## config.mk

```make
export PLATFORM = sky130hd
export DESIGN_NAME = dcr_readout
export DESIGN_NICKNAME = d
export VERILOG_FILES = /design/src/hdl/dcr_pkg.sv /design/src/hdl/dcr_readout.sv
export SDC_FILE = /design/constraint.sdc
export NUM_CORES = 1
export LEC_CHECK = 0
export ABC_CLOCK_PERIOD_IN_PS = 3100
export BUFFER_PORTS_ARGS = -buffer_cell sky130_fd_sc_hd__buf_4
export CORE_ASPECT_RATIO = 1.5
export CORE_MARGIN = 2
export CORE_UTILIZATION = 43
export CTS_CLUSTER_SIZE = 24
export DETAILED_ROUTE_END_ITERATION = 6
export PLACE_DENSITY_LB_ADDON = 0.3
export SLEW_MARGIN = 20
export SYNTH_ARGS = -nofsm -noshare
export SYNTH_HDL_FRONTEND = slang
export SYNTH_SLANG_ARGS = --single-unit
```

## constraint.sdc

```tcl
create_clock -name clk -period 3.1 [get_ports clk]
set_input_delay 0.31 -clock clk [delete_from_list [all_inputs] [get_ports clk]]
set_output_delay 0.31 -clock clk [all_outputs]
set_load 0.005 [all_outputs]
```

## src/hdl/dcr_pkg.sv

```systemverilog
// package: constants and types of the calibration readout and dll-off read block
package dcr_pkg;

    // ------------------------------------------------------------
    // register map (byte addresses)
    // ------------------------------------------------------------
    localparam logic [3:0] DCR_OFS_CTRL = 4'h0;
    localparam logic [3:0] DCR_OFS_STATUS = 4'h4;
    localparam logic [3:0] DCR_OFS_COUNT = 4'h8;
    localparam int DCR_CTRL_ZERO_BIT = 0;
    localparam int DCR_CTRL_PAT_LSB = 8;

    // ------------------------------------------------------------
    // mode register encodings
    // ------------------------------------------------------------
    localparam logic [1:0] DCR_MR_BURST = 2'h0;
    localparam logic [1:0] DCR_MR_DRIVE = 2'h1;
    localparam logic [1:0] DCR_MR_WLAT = 2'h2;
    localparam logic [1:0] DCR_MR_CAL = 2'h3;
    localparam logic [1:0] DCR_BL_FIXED8 = 2'h0;
    localparam logic [1:0] DCR_BL_OTF = 2'h1;
    localparam logic [1:0] DCR_BL_FIXED4 = 2'h2;
    localparam logic [1:0] DCR_AL_CL1 = 2'h1;
    localparam logic [1:0] DCR_AL_CL2 = 2'h2;
    localparam logic [4:0] DCR_CL_BASE = 5'h04;
    localparam logic [3:0] DCR_CWL_BASE = 4'h5;
    localparam logic [2:0] DCR_CL_RST = 3'h2;
    localparam logic [2:0] DCR_CWL_RST = 3'h1;
    localparam logic [3:0] DCR_DLL_OFF_CL = 4'h6;
    localparam logic [3:0] DCR_DLL_OFF_CWL = 4'h6;

    // ------------------------------------------------------------
    // readout patterns and burst shape
    // ------------------------------------------------------------
    localparam logic [1:0] DCR_LOC_CAL = 2'h0;
    localparam logic [7:0] DCR_PAT_CAL = 8'hAA;
    localparam logic [7:0] DCR_PAT_RSV_RST = 8'h00;
    localparam logic [2:0] DCR_LEFT_BL8 = 3'h7;
    localparam logic [2:0] DCR_LEFT_BC4 = 3'h3;

    typedef struct packed {
        logic cs_n;
        logic ras_n;
        logic cas_n;
        logic we_n;
        logic [2:0] ba;
        logic [13:0] addr;
    } dcr_pin_t;

    localparam dcr_pin_t DCR_PIN_IDLE = '{cs_n: 1'b1, ras_n: 1'b1, cas_n: 1'b1, we_n: 1'b1, default: '0};

    typedef struct packed {
        logic ck_m;
        logic ck_s;
        logic ck_p;
        dcr_pin_t pin_m;
        dcr_pin_t pin_s;
        dcr_pin_t pin_p;
        logic [1:0] bl_mode;
        logic [2:0] cl_code;
        logic dll_off;
        logic [1:0] al_code;
        logic [2:0] cwl_code;
        logic ro_en;
        logic [1:0] ro_loc;
        logic zero_upper;
        logic [7:0] rsv_pat;
        logic pending;
        logic [4:0] lat;
        logic chop;
        logic [2:0] start_idx;
        logic bursting;
        logic [2:0] beat_idx;
        logic [2:0] left;
        logic [7:0] pat;
        logic [15:0] dq;
        logic dq_oe;
        logic dqs;
        logic dqs_n;
        logic dqs_oe;
        logic waitreq;
        logic [31:0] rdata;
        logic [15:0] rd_count;
    } dcr_state_t;

    localparam dcr_state_t DCR_STATE_RST = '{pin_m: DCR_PIN_IDLE, pin_s: DCR_PIN_IDLE, pin_p: DCR_PIN_IDLE,
        cl_code: DCR_CL_RST, cwl_code: DCR_CWL_RST, rsv_pat: DCR_PAT_RSV_RST, dqs_n: 1'b1, waitreq: 1'b1,
        default: '0};

endpackage

```

## src/hdl/dcr_readout.sv

```systemverilog
// calibration readout and dll-off read timing of the dram device, with avalon control registers
//
// What this block does
// - both byte lanes bit 0 carry readout bit
// - bits 7..1 replicate bit 0 or zero
// - eight-beat bursts return beats 0 through 7
// - chopped burst returns low or high nibble
// - bank, column 9..3, precharge, bit 11 ignored
// - on-the-fly chop via bit 12 when enabled
// - beat 0 is lsb, beat 7 msb
// - location 00 returns alternating 0,1 pattern
// - readout uses read latency al plus cl
// - drive register bit 0 set turns dll off
// - dll-off supports cas latency 6, write 6
// - dll-off read data one cycle earlier
// - dll-off keeps strobe-to-data relation unchanged
// - auto-precharge read acts as plain read
`timescale 1ns/100ps
module dcr_readout
(
    input wire logic clk,
    input wire logic arst_n,
    input wire logic ck,
    input wire dcr_pkg::dcr_pin_t pins,
    input wire logic [3:0] avs_address,
    input wire logic avs_read,
    input wire logic avs_write,
    input wire logic [31:0] avs_writedata,
    input wire logic [3:0] avs_byteenable,
    output logic [31:0] avs_readdata,
    output logic avs_waitrequest,
    output logic [15:0] dq_out,
    output logic dq_oe,
    output logic dqs_out,
    output logic dqs_n_out,
    output logic dqs_oe
);
    import dcr_pkg::*;

    // ------------------------------------------------------------
    // helpers
    // ------------------------------------------------------------
    function automatic logic [4:0] dcr_rl(input logic [2:0] clc, input logic [1:0] alc, input logic doff);
        logic [4:0] cl;
        logic [4:0] al;
        cl = {2'b00, clc} + DCR_CL_BASE;
        case (alc)
            DCR_AL_CL1: al = cl - 5'h01;
            DCR_AL_CL2: al = cl - 5'h02;
            default: al = 5'h00;
        endcase
        dcr_rl = cl + al - {4'h0, doff};
    endfunction

    function automatic logic [15:0] dcr_lanes(input logic [7:0] pat, input logic [2:0] idx, input logic zero);
        logic b;
        logic [7:0] lane;
        b = pat[idx];
        lane = zero ? {7'h00, b} : {8{b}};
        dcr_lanes = {lane, lane};
    endfunction

    dcr_state_t s;
    dcr_state_t next_s;
    logic rise;
    logic fall;
    logic is_mrs;
    logic is_read;
    logic rd_acc;
    logic [4:0] rl_now;
    logic [3:0] cl_val;
    logic [3:0] cwl_val;
    logic pair_ok;
    logic bc4;

    assign rise = s.ck_s & ~s.ck_p;
    assign fall = ~s.ck_s & s.ck_p;
    assign is_mrs = ~s.pin_p.cs_n & ~s.pin_p.ras_n & ~s.pin_p.cas_n & ~s.pin_p.we_n;
    // read and read-with-precharge decode alike
    assign is_read = ~s.pin_p.cs_n & s.pin_p.ras_n & ~s.pin_p.cas_n & s.pin_p.we_n;
    // one burst in flight; a read during it is dropped
    assign rd_acc = rise & is_read & s.ro_en & ~s.pending & ~s.bursting;
    assign rl_now = dcr_rl(s.cl_code, s.al_code, s.dll_off);
    assign cl_val = {1'b0, s.cl_code} + DCR_CL_BASE[3:0];
    assign cwl_val = {1'b0, s.cwl_code} + DCR_CWL_BASE;
    assign pair_ok = (cl_val == DCR_DLL_OFF_CL) && (cwl_val == DCR_DLL_OFF_CWL);
    assign bc4 = (s.bl_mode == DCR_BL_FIXED4) | ((s.bl_mode == DCR_BL_OTF) & ~s.pin_p.addr[12]);

    // ------------------------------------------------------------
    // next state
    // ------------------------------------------------------------
    always_comb
    begin
        next_s = s;
        // link pins pass two stages; third stage holds pre-edge command
        next_s.ck_m = ck;
        next_s.ck_s = s.ck_m;
        next_s.ck_p = s.ck_s;
        next_s.pin_m = pins;
        next_s.pin_s = s.pin_m;
        next_s.pin_p = s.pin_s;

        if (rise & is_mrs)
        begin
            case (s.pin_p.ba[1:0])
                DCR_MR_BURST:
                begin
                    next_s.bl_mode = s.pin_p.addr[1:0];
                    next_s.cl_code = s.pin_p.addr[6:4];
                end
                DCR_MR_DRIVE:
                begin
                    next_s.dll_off = s.pin_p.addr[0];
                    next_s.al_code = s.pin_p.addr[4:3];
                end
                DCR_MR_WLAT: next_s.cwl_code = s.pin_p.addr[5:3];
                DCR_MR_CAL:
                begin
                    next_s.ro_en = s.pin_p.addr[2];
                    next_s.ro_loc = s.pin_p.addr[1:0];
                end
                default: next_s.ro_en = s.ro_en;
            endcase
        end

        // accept a readout read; only bit 12 and bit 2 matter
        if (rd_acc)
        begin
            next_s.pending = 1'b1;
            next_s.lat = rl_now - 5'h01;
            next_s.chop = bc4;
            next_s.start_idx = bc4 ? {s.pin_p.addr[2], 2'b00} : 3'h0;
            next_s.pat = (s.ro_loc == DCR_LOC_CAL) ? DCR_PAT_CAL : s.rsv_pat;
            next_s.rd_count = s.rd_count + 16'h0001;
        end
        else if (rise & s.pending)
        begin
            if (s.lat == 5'h00)
            begin
                next_s.pending = 1'b0;
                next_s.bursting = 1'b1;
                next_s.beat_idx = s.start_idx;
                next_s.left = s.chop ? DCR_LEFT_BC4 : DCR_LEFT_BL8;
                next_s.dq = dcr_lanes(s.pat, s.start_idx, s.zero_upper);
                next_s.dq_oe = 1'b1;
                next_s.dqs = 1'b1;
                next_s.dqs_n = 1'b0;
                next_s.dqs_oe = 1'b1;
            end
            else
            begin
                next_s.lat = s.lat - 5'h01;
            end
        end

        // one beat per link clock edge; strobe moves with data
        if (s.bursting & (rise | fall))
        begin
            if (s.left == 3'h0)
            begin
                next_s.bursting = 1'b0;
                next_s.dq = 16'h0000;
                next_s.dq_oe = 1'b0;
                next_s.dqs = 1'b0;
                next_s.dqs_n = 1'b1;
                next_s.dqs_oe = 1'b0;
            end
            else
            begin
                next_s.beat_idx = s.beat_idx + 3'h1;
                next_s.left = s.left - 3'h1;
                next_s.dq = dcr_lanes(s.pat, s.beat_idx + 3'h1, s.zero_upper);
                next_s.dqs = ~s.dqs;
                next_s.dqs_n = s.dqs;
            end
        end

        // write lands at the edge where the master sees waitrequest low
        if (avs_write & ~s.waitreq & (avs_address == DCR_OFS_CTRL))
        begin
            if (avs_byteenable[0])
            begin
                next_s.zero_upper = avs_writedata[DCR_CTRL_ZERO_BIT];
            end
            if (avs_byteenable[1])
            begin
                next_s.rsv_pat = avs_writedata[DCR_CTRL_PAT_LSB +: 8];
            end
        end

        // avalon slave: one wait state, then a single acknowledge cycle
        next_s.waitreq = 1'b1;
        if ((avs_read | avs_write) & s.waitreq)
        begin
            next_s.waitreq = 1'b0;
            if (avs_read)
            begin
                case (avs_address)
                    DCR_OFS_CTRL: next_s.rdata = {16'h0000, s.rsv_pat, 7'h00, s.zero_upper};
                    DCR_OFS_STATUS: next_s.rdata = {11'h000, rl_now, s.cwl_code, s.al_code, s.cl_code, s.bl_mode,
                        s.dll_off, pair_ok, s.ro_loc, s.ro_en, s.pending | s.bursting};
                    DCR_OFS_COUNT: next_s.rdata = {16'h0000, s.rd_count};
                    default: next_s.rdata = 32'h00000000;
                endcase
            end
        end
    end

    always_ff @(posedge clk or negedge arst_n)
    begin
        if (!arst_n)
        begin
            s <= DCR_STATE_RST;
        end
        else
        begin
            s <= next_s;
        end
    end

    assign avs_readdata = s.rdata;
    assign avs_waitrequest = s.waitreq;
    assign dq_out = s.dq;
    assign dq_oe = s.dq_oe;
    assign dqs_out = s.dqs;
    assign dqs_n_out = s.dqs_n;
    assign dqs_oe = s.dqs_oe;

    // ------------------------------------------------------------
    // checks
    // ------------------------------------------------------------
    logic [4:0] h_rises;
    logic [4:0] h_rl;
    logic h_mrs_drive;

    assign h_mrs_drive = rise & is_mrs & (s.pin_p.ba[1:0] == DCR_MR_DRIVE);

    always_ff @(posedge clk or negedge arst_n)
    begin
        if (!arst_n)
        begin
            h_rises <= 5'h00;
            h_rl <= 5'h00;
        end
        else if (rd_acc)
        begin
            h_rises <= 5'h00;
            h_rl <= rl_now;
        end
        else if (rise && h_rises != 5'h1F)
        begin
            h_rises <= h_rises + 5'h01;
        end
    end
endmodule
```

==> results.md, run 1 <==
* Startpoint Class: flop
* Starting density of the core at 0.435
* Setup crit end kind: flop
* WP data arrival at 3.28 ns
* Worst skew pair latency at 0.42 ns
* Crit path required time at 3.39 ns
* Global-route usage over all layers at 0.177
* Port bufs at 75
* Residual DRC at 2
* Post-synth EDFFs at 0
* DP Wirelength at 9040 um
* Slowest CP cell: fa_1
* Power, Total at 4.48 mW
* Flops & latches, synth at 135
* Most common cell in the netlist: dfrtp_1
* Yosys top cell by area: dfrtp_1
* Area contributors post-synth: dfrtp_1 49%, dfstp_2 7.0%, buf_4 6.0%, ha_1 4.4%, nand2_1 3.9%
* Initial antenna violation count at 0
* Max Buffers Root-to-Sink at 2
* Worst slew margin relative to its limit at 0.472
* Post-synth top cells: 119 x dfrtp_1, 62 x nand2_1, 48 x buf_4, 41 x o21ai_0, 23 x inv_1
* Final Skew at 0.00627 ns
* H-Tree Depth at 4
* Run status: finished with violations
* Worst setup path class: flop to flop
* Total number of vias at 4,051
* Critical path fanouts, max at 5
* Final Max Tran Viols at 0
* Actual slew at the worst max-slew pin at 0.790 ns
* Post-route ant nets at 0
* Clock Sinks at 135
* Family with the most delay on the worst path: adder cells
* Worst-path clk slew at 0.06 ns
* Most used DFF post-synth: dfrtp_1
* Core Rows at 53
* Fraction of registers with async set/reset at 1.00
* Tcrit/Tclk final at 0.963
* Routed wire length at 12,600 um
* Vias per cell at 5.20
* Total die area at 15,000 um2
* Share of cells above drive strength 1 at 0.303
* Largest net degree at the start of global routing at 57
* TritonCTS clock tree: built
* Die W at 101 um
* Routed wire length per instance at 16.2 um
* Final Wtd Congestion at 0.787
* Synth Area per Inst at 11.6 um2
* Leakage at 3.42 nW
* Final setup violation count at 0
* Cell count after synthesis at 521
* Synth-to-Final Area Change at 22.5%
* Vias in the first global route at 4,106
* 1st-iter DRT viols at 225
* Max-cap check violation count at 0
* Failing checks: design-rule violations
* Worst min path class: input pin to flop
* Max VDD drop at 0.000404 V
* Register area share after synthesis at 0.564
* Max Clk Rate at 335 MHz
* Slowest stage delay, CP at 0.55 ns
* Diode count at 0
* Io pins at 119
* Drt first pass iters at 7
* Chip height at 149 um
* Synthesized cell area at 6030 um2
* Power Dens Cells at 607 nW/um2
* Post-synth top area share at 0.494
* Critical Path, Cell by Cell: inv_2 > ha_4 > inv_1 > a22oi_1 > or2_4 > ha_4 > fa_1 > nor2_1 > a21oi_1 > ha_2 > nand3b_1 > mux2i_1 > xnor2_1 > mux2i_1
* CTS buffer count at 17
* Final min period at 2.99 ns
* First-pass GRT wire length at 20,000 um
* Crit path buffers/inverters at 2
* Final Core Density at 0.532
* R2R Setup Slk at 0.11 ns
* TNS Setup at 0 ns
* Syn. warnings at 0
* Cell variety after synth at 55
* Final Hold Violating Endpoints at 0
* Layout Nets at 689
* CTS root buf: clkbuf_16
* Filler cells at 1,167
* Grt total ovfl at 0
* Core area at 13,900 um2
-- layout by cell type, fill, tap and decap left out, types with 3 or more instances in the layout --
| cell type | instances |
|---|---|
| inv_1 | 22 |
| nand2_1 | 62 |
| buf_4 | 93 |
| clkbuf_16 | 17 |
| conb_1 | 11 |
| nor2b_1 | 3 |
| dlygate4sd3_1 | 16 |
| a21oi_1 | 9 |
| nor2_1 | 20 |
| o21ai_1 | 5 |
| xnor2_1 | 19 |
| ha_4 | 4 |
| mux2i_1 | 7 |
| ha_1 | 16 |
| dfrtp_1 | 118 |
| nand4_1 | 5 |
| nand3b_1 | 4 |
| nand2b_1 | 3 |
| mux2_2 | 19 |
| dfstp_2 | 16 |
| xor2_1 | 8 |
| o21ai_0 | 41 |
| a222oi_1 | 8 |
| clkinvlp_4 | 6 |
| a22oi_1 | 8 |
| nor3_1 | 3 |
| nand3_1 | 11 |
| o31ai_1 | 3 |
| clkinv_4 | 3 |
| and2_1 | 3 |
-- flip-flops by register name (all words and copies together) (netlist names) --
register,cells
s,77
dqs_n_out,1
dq_out,2
dq_oe,1
avs_waitrequest,1
avs_readdata,21
next_s,30
dqs_oe,1
dqs_out,1
-- kinds of logic after synthesis --
kind of cell    synth area share
flops                      0.564
mux                       0.0546
other cells             0.000622
xor+xnor                  0.0407
buf+inv                   0.0839
fa+ha+maj                 0.0469
compound gates            0.0893
simple gates               0.120
-- stage by stage --
step                area (um2)  hold slack, ns  std cells  setup WS (ns)
CTS                       7300          0.0409        776         0.0206
global placement          6540           0.332        727         0.0672
floorplan                 6070          0.0144        531         0.0678
detailed placement        6540           0.335        727        -0.0161
finish                    7380          0.0499        779          0.113
global route              7380          0.0546        779        -0.0420
-- layout make-up --
| class | instances | area (um2) | share of cell area |
|---|---|---|---|
| repair buffers | 110 | 878 | 0.119 |
| well taps | 165 | 206 | 0.0280 |
| clock buffers | 19 | 453 | 0.0614 |
| flip-flops and latches | 135 | 3400 | 0.461 |
| multi-input cells | 314 | 2230 | 0.302 |
| clock inverters | 13 | 124 | 0.0168 |
| inverters | 23 | 86.3 | 0.0117 |
-- metal layers --
metal  vias up  share of wire  global-route usage
li1       1898              -                   -
met3        31          0.049              0.0436
met1      1997           0.37               0.195
met5         -              0                   0
met4         0          0.037              0.0904
met2       125           0.54               0.310
-- where the power goes --
group	leakage, nW	internal, mW	switching, mW	total [mW]
registers	1.74	1.89	0.0960	1.99
clock network	0.264	1.15	0.777	1.93
logic	1.41	0.287	0.277	0.564
-- repair_timing --
action | in CTS | in global routing
setup buffers | 1 | 3
pin swaps | 0 | 6
gates resized for setup | 1 | 10
endpoints found under the setup margin | 1 | 3
endpoints found under the hold margin | 62 | 0
hold buffers | 16 | 0
-- worst paths after layout --
kind                        startpoint         endpoint  cells past startpoint
setup reg to reg                s[113]            s[92]                     14
setup / recovery                s[113]            s[92]                     14
hold reg to reg            next_s[123]           s[123]                      0
hold / removal                avs_read  avs_waitrequest                      2
min in group asynchronous       arst_n             s[2]                      2
max in group asynchronous       arst_n      next_s[136]                      3
Power figures use the tool's default switching activity.
==> run 2: changes to the inputs <==
- BUFFER_PORTS_ARGS: -buffer_cell sky130_fd_sc_hd__buf_4 -> default
- DONT_BUFFER_PORTS: default -> 1
==> results.md, run 2 (same netlist as run 1, synthesis figures left out) <==
* Run status: finished with violations
* Failing checks: negative hold slack
* Largest register by flop count: s
* Initial antenna violation count at 0
* TritonCTS clock tree: built
* Setup crit end kind: flop
* First-pass GRT wire length at 19,600 um
* Io pins at 119
* Final Wtd Congestion at 0.838
* Reg2reg path depth at 16
* Max Buffers Root-to-Sink at 2
* Final setup violation count at 0
* Max Clk Rate at 332 MHz
* Power Dens Cells at 645 nW/um2
* H-Tree Depth at 4
* R2R Setup Slk at 0.09 ns
* Worst setup path class: flop to flop
* Max-cap check violation count at 0
* Layout Nets at 612
* TNS Setup at 0 ns
* CTS root buf: clkbuf_16
* Hold buffers post-CTS at 17
* Global-route usage over all layers at 0.173
* Total number of vias at 3,785
* Final Hold Violating Endpoints at 135
* Max reg flops at 77
* Chip height at 149 um
* WP data arrival at 3.32 ns
* Critical Path, Cell by Cell: inv_2 > buf_4 > ha_1 > nand2_1 > nand2_1 > xnor2_1 > a22oi_1 > or2_2 > ha_1 > inv_2 > ha_4 > nor2_1 > a21oi_2 > xor2_1 > buf_4 > a22o_1
* Actual slew at the worst max-slew pin at 0.846 ns
* Worst slew margin relative to its limit at 0.435
* Filler cells at 1,196
* Diode count at 0
* Largest net degree at the start of global routing at 136
* Placement-stage worst setup slack at 0.00616 ns
* Crit path required time at 3.40 ns
* Vias per cell at 5.39
* Starting density of the core at 0.435
* Commonest non-fill, non-tap cell in the layout: dfrtp_1
* Core Rows at 53
* RR Endpoint: avs_readdata[20]
* Startpoint Class: flop
* Hold_ws at -0.419 ns
* Final Skew at 0.0111 ns
* Max VDD drop at 0.000369 V
* Worst-path clk slew at 0.06 ns
* Worst min path class: input pin to asynchronous set/reset pin
* Clock Sinks at 135
* Synth-to-Final Area Change at 13.1%
* Slowest CP cell: dfstp_2
* 1st-iter DRT viols at 319
* Final Max Tran Viols at 0
* Power, Total at 4.40 mW
* Routed wire length at 12,300 um
* CTS buffer count at 17
* Die W at 101 um
* Grt total ovfl at 0
* Worst skew pair latency at 0.42 ns
* Share of cells above drive strength 1 at 0.210
* Commonest cells after routing, fill and taps aside: 117 x dfrtp_1, 62 x nand2_1, 40 x o21ai_0, 21 x nor2_1, 20 x inv_1
* Total die area at 15,000 um2
* Core area at 13,900 um2
* Crit path buffers/inverters at 4
* Port bufs at 0
* RSZ-0062 raised after global routing: yes
* DP Wirelength at 8590 um
* Drt first pass iters at 6
* Routed wire length per instance at 17.5 um
* Reg-to-reg startpoint: s[113]
* Residual DRC at 0
* Slowest stage delay, CP at 0.53 ns
* Tcrit/Tclk final at 0.971
* Critical path fanouts, max at 5
* Leakage at 3.02 nW
* Setup ws final at 0.0888 ns
* Final min period at 3.01 ns
* Vias in the first global route at 3,925
* Family with the most delay on the worst path: adder cells
* Post-route ant nets at 0
run 2: changes by cell type in the layout (fill, tap and decap cells not counted), moves of 2 or more:
cell / previous run / this run
clkinvlp_4: 6 / 4
buf_4: 93 / 16
inv_1: 22 / 20
inv_2: 1 / 3
inv_6: 2 / 7
run 2: how the worst max path moves through the flow:
stage,startpoint,end,slack (ns),depth (start not counted)
5_1_grt,s[113],s[92],-0.08,16
3_3_place_gp,s[113],s[92],0.07,14
3_5_place_dp,s[113],s[92],0.006,14
2_1_floorplan,s[113],s[92],0.07,14
6_report,s[113],avs_readdata[20],0.09,16
4_1_cts,s[113],s[92],0.0009,14
run 2: timing repair:
action | 4_1_cts | 5_1_grt
endpoints found under the setup margin | 1 | 5
hold endpoints to repair | 151 | 135
resized for setup | 1 | 17
buffers inserted | 0 | 3
pin swaps | 0 | 9
cloned | 0 | 0
run 2: layer usage:
metal / track usage / wire length, um / vias to the layer above
met2: 0.296 / 6430 / 118
met3: 0.0422 / 594 / 33
li1: - / - / 1751
met4: 0.101 / 572 / 0
met5: 0 / 0 / -
met1: 0.195 / 4720 / 1883
run 2: stage by stage:
step	hold slack, ns	cells	area, um2	utilization
5_1_grt	-0.429	702	6810	0.492
2_1_floorplan	0.0144	531	6070	-
6_report	-0.419	702	6810	0.492
3_5_place_dp	0.0219	650	5950	0.429
4_1_cts	-0.423	699	6710	0.484
3_3_place_gp	0.0220	650	5950	0.429
run 2: layout make-up:
| class | count | area, um2 | area share |
|---|---|---|---|
| sequential | 135 | 3400 | 0.499 |
| multi-input combinational | 314 | 2250 | 0.330 |
| clock buffer | 18 | 439 | 0.0645 |
| timing repair buffer | 33 | 290 | 0.0426 |
| tap | 165 | 206 | 0.0303 |
| clock inverter | 14 | 139 | 0.0204 |
| inverter | 23 | 86.3 | 0.0127 |
run 2: where the power goes:
group	internal, mW	switching (mW)
combinational	0.232	0.224
clock	1.14	0.802
sequential	1.90	0.103
total	3.27	1.13
run 2: worst register-to-register path, stage by stage (launching register included):
cell	delay, ns
dfstp_2	0.53
inv_2	0.05
buf_4	0.16
ha_1	0.19
nand2_1	0.06
nand2_1	0.06
xnor2_1	0.16
a22oi_1	0.12
or2_2	0.29
ha_1	0.29
inv_2	0.05
ha_4	0.25
nor2_1	0.13
a21oi_2	0.05
xor2_1	0.18
buf_4	0.15
a22o_1	0.18
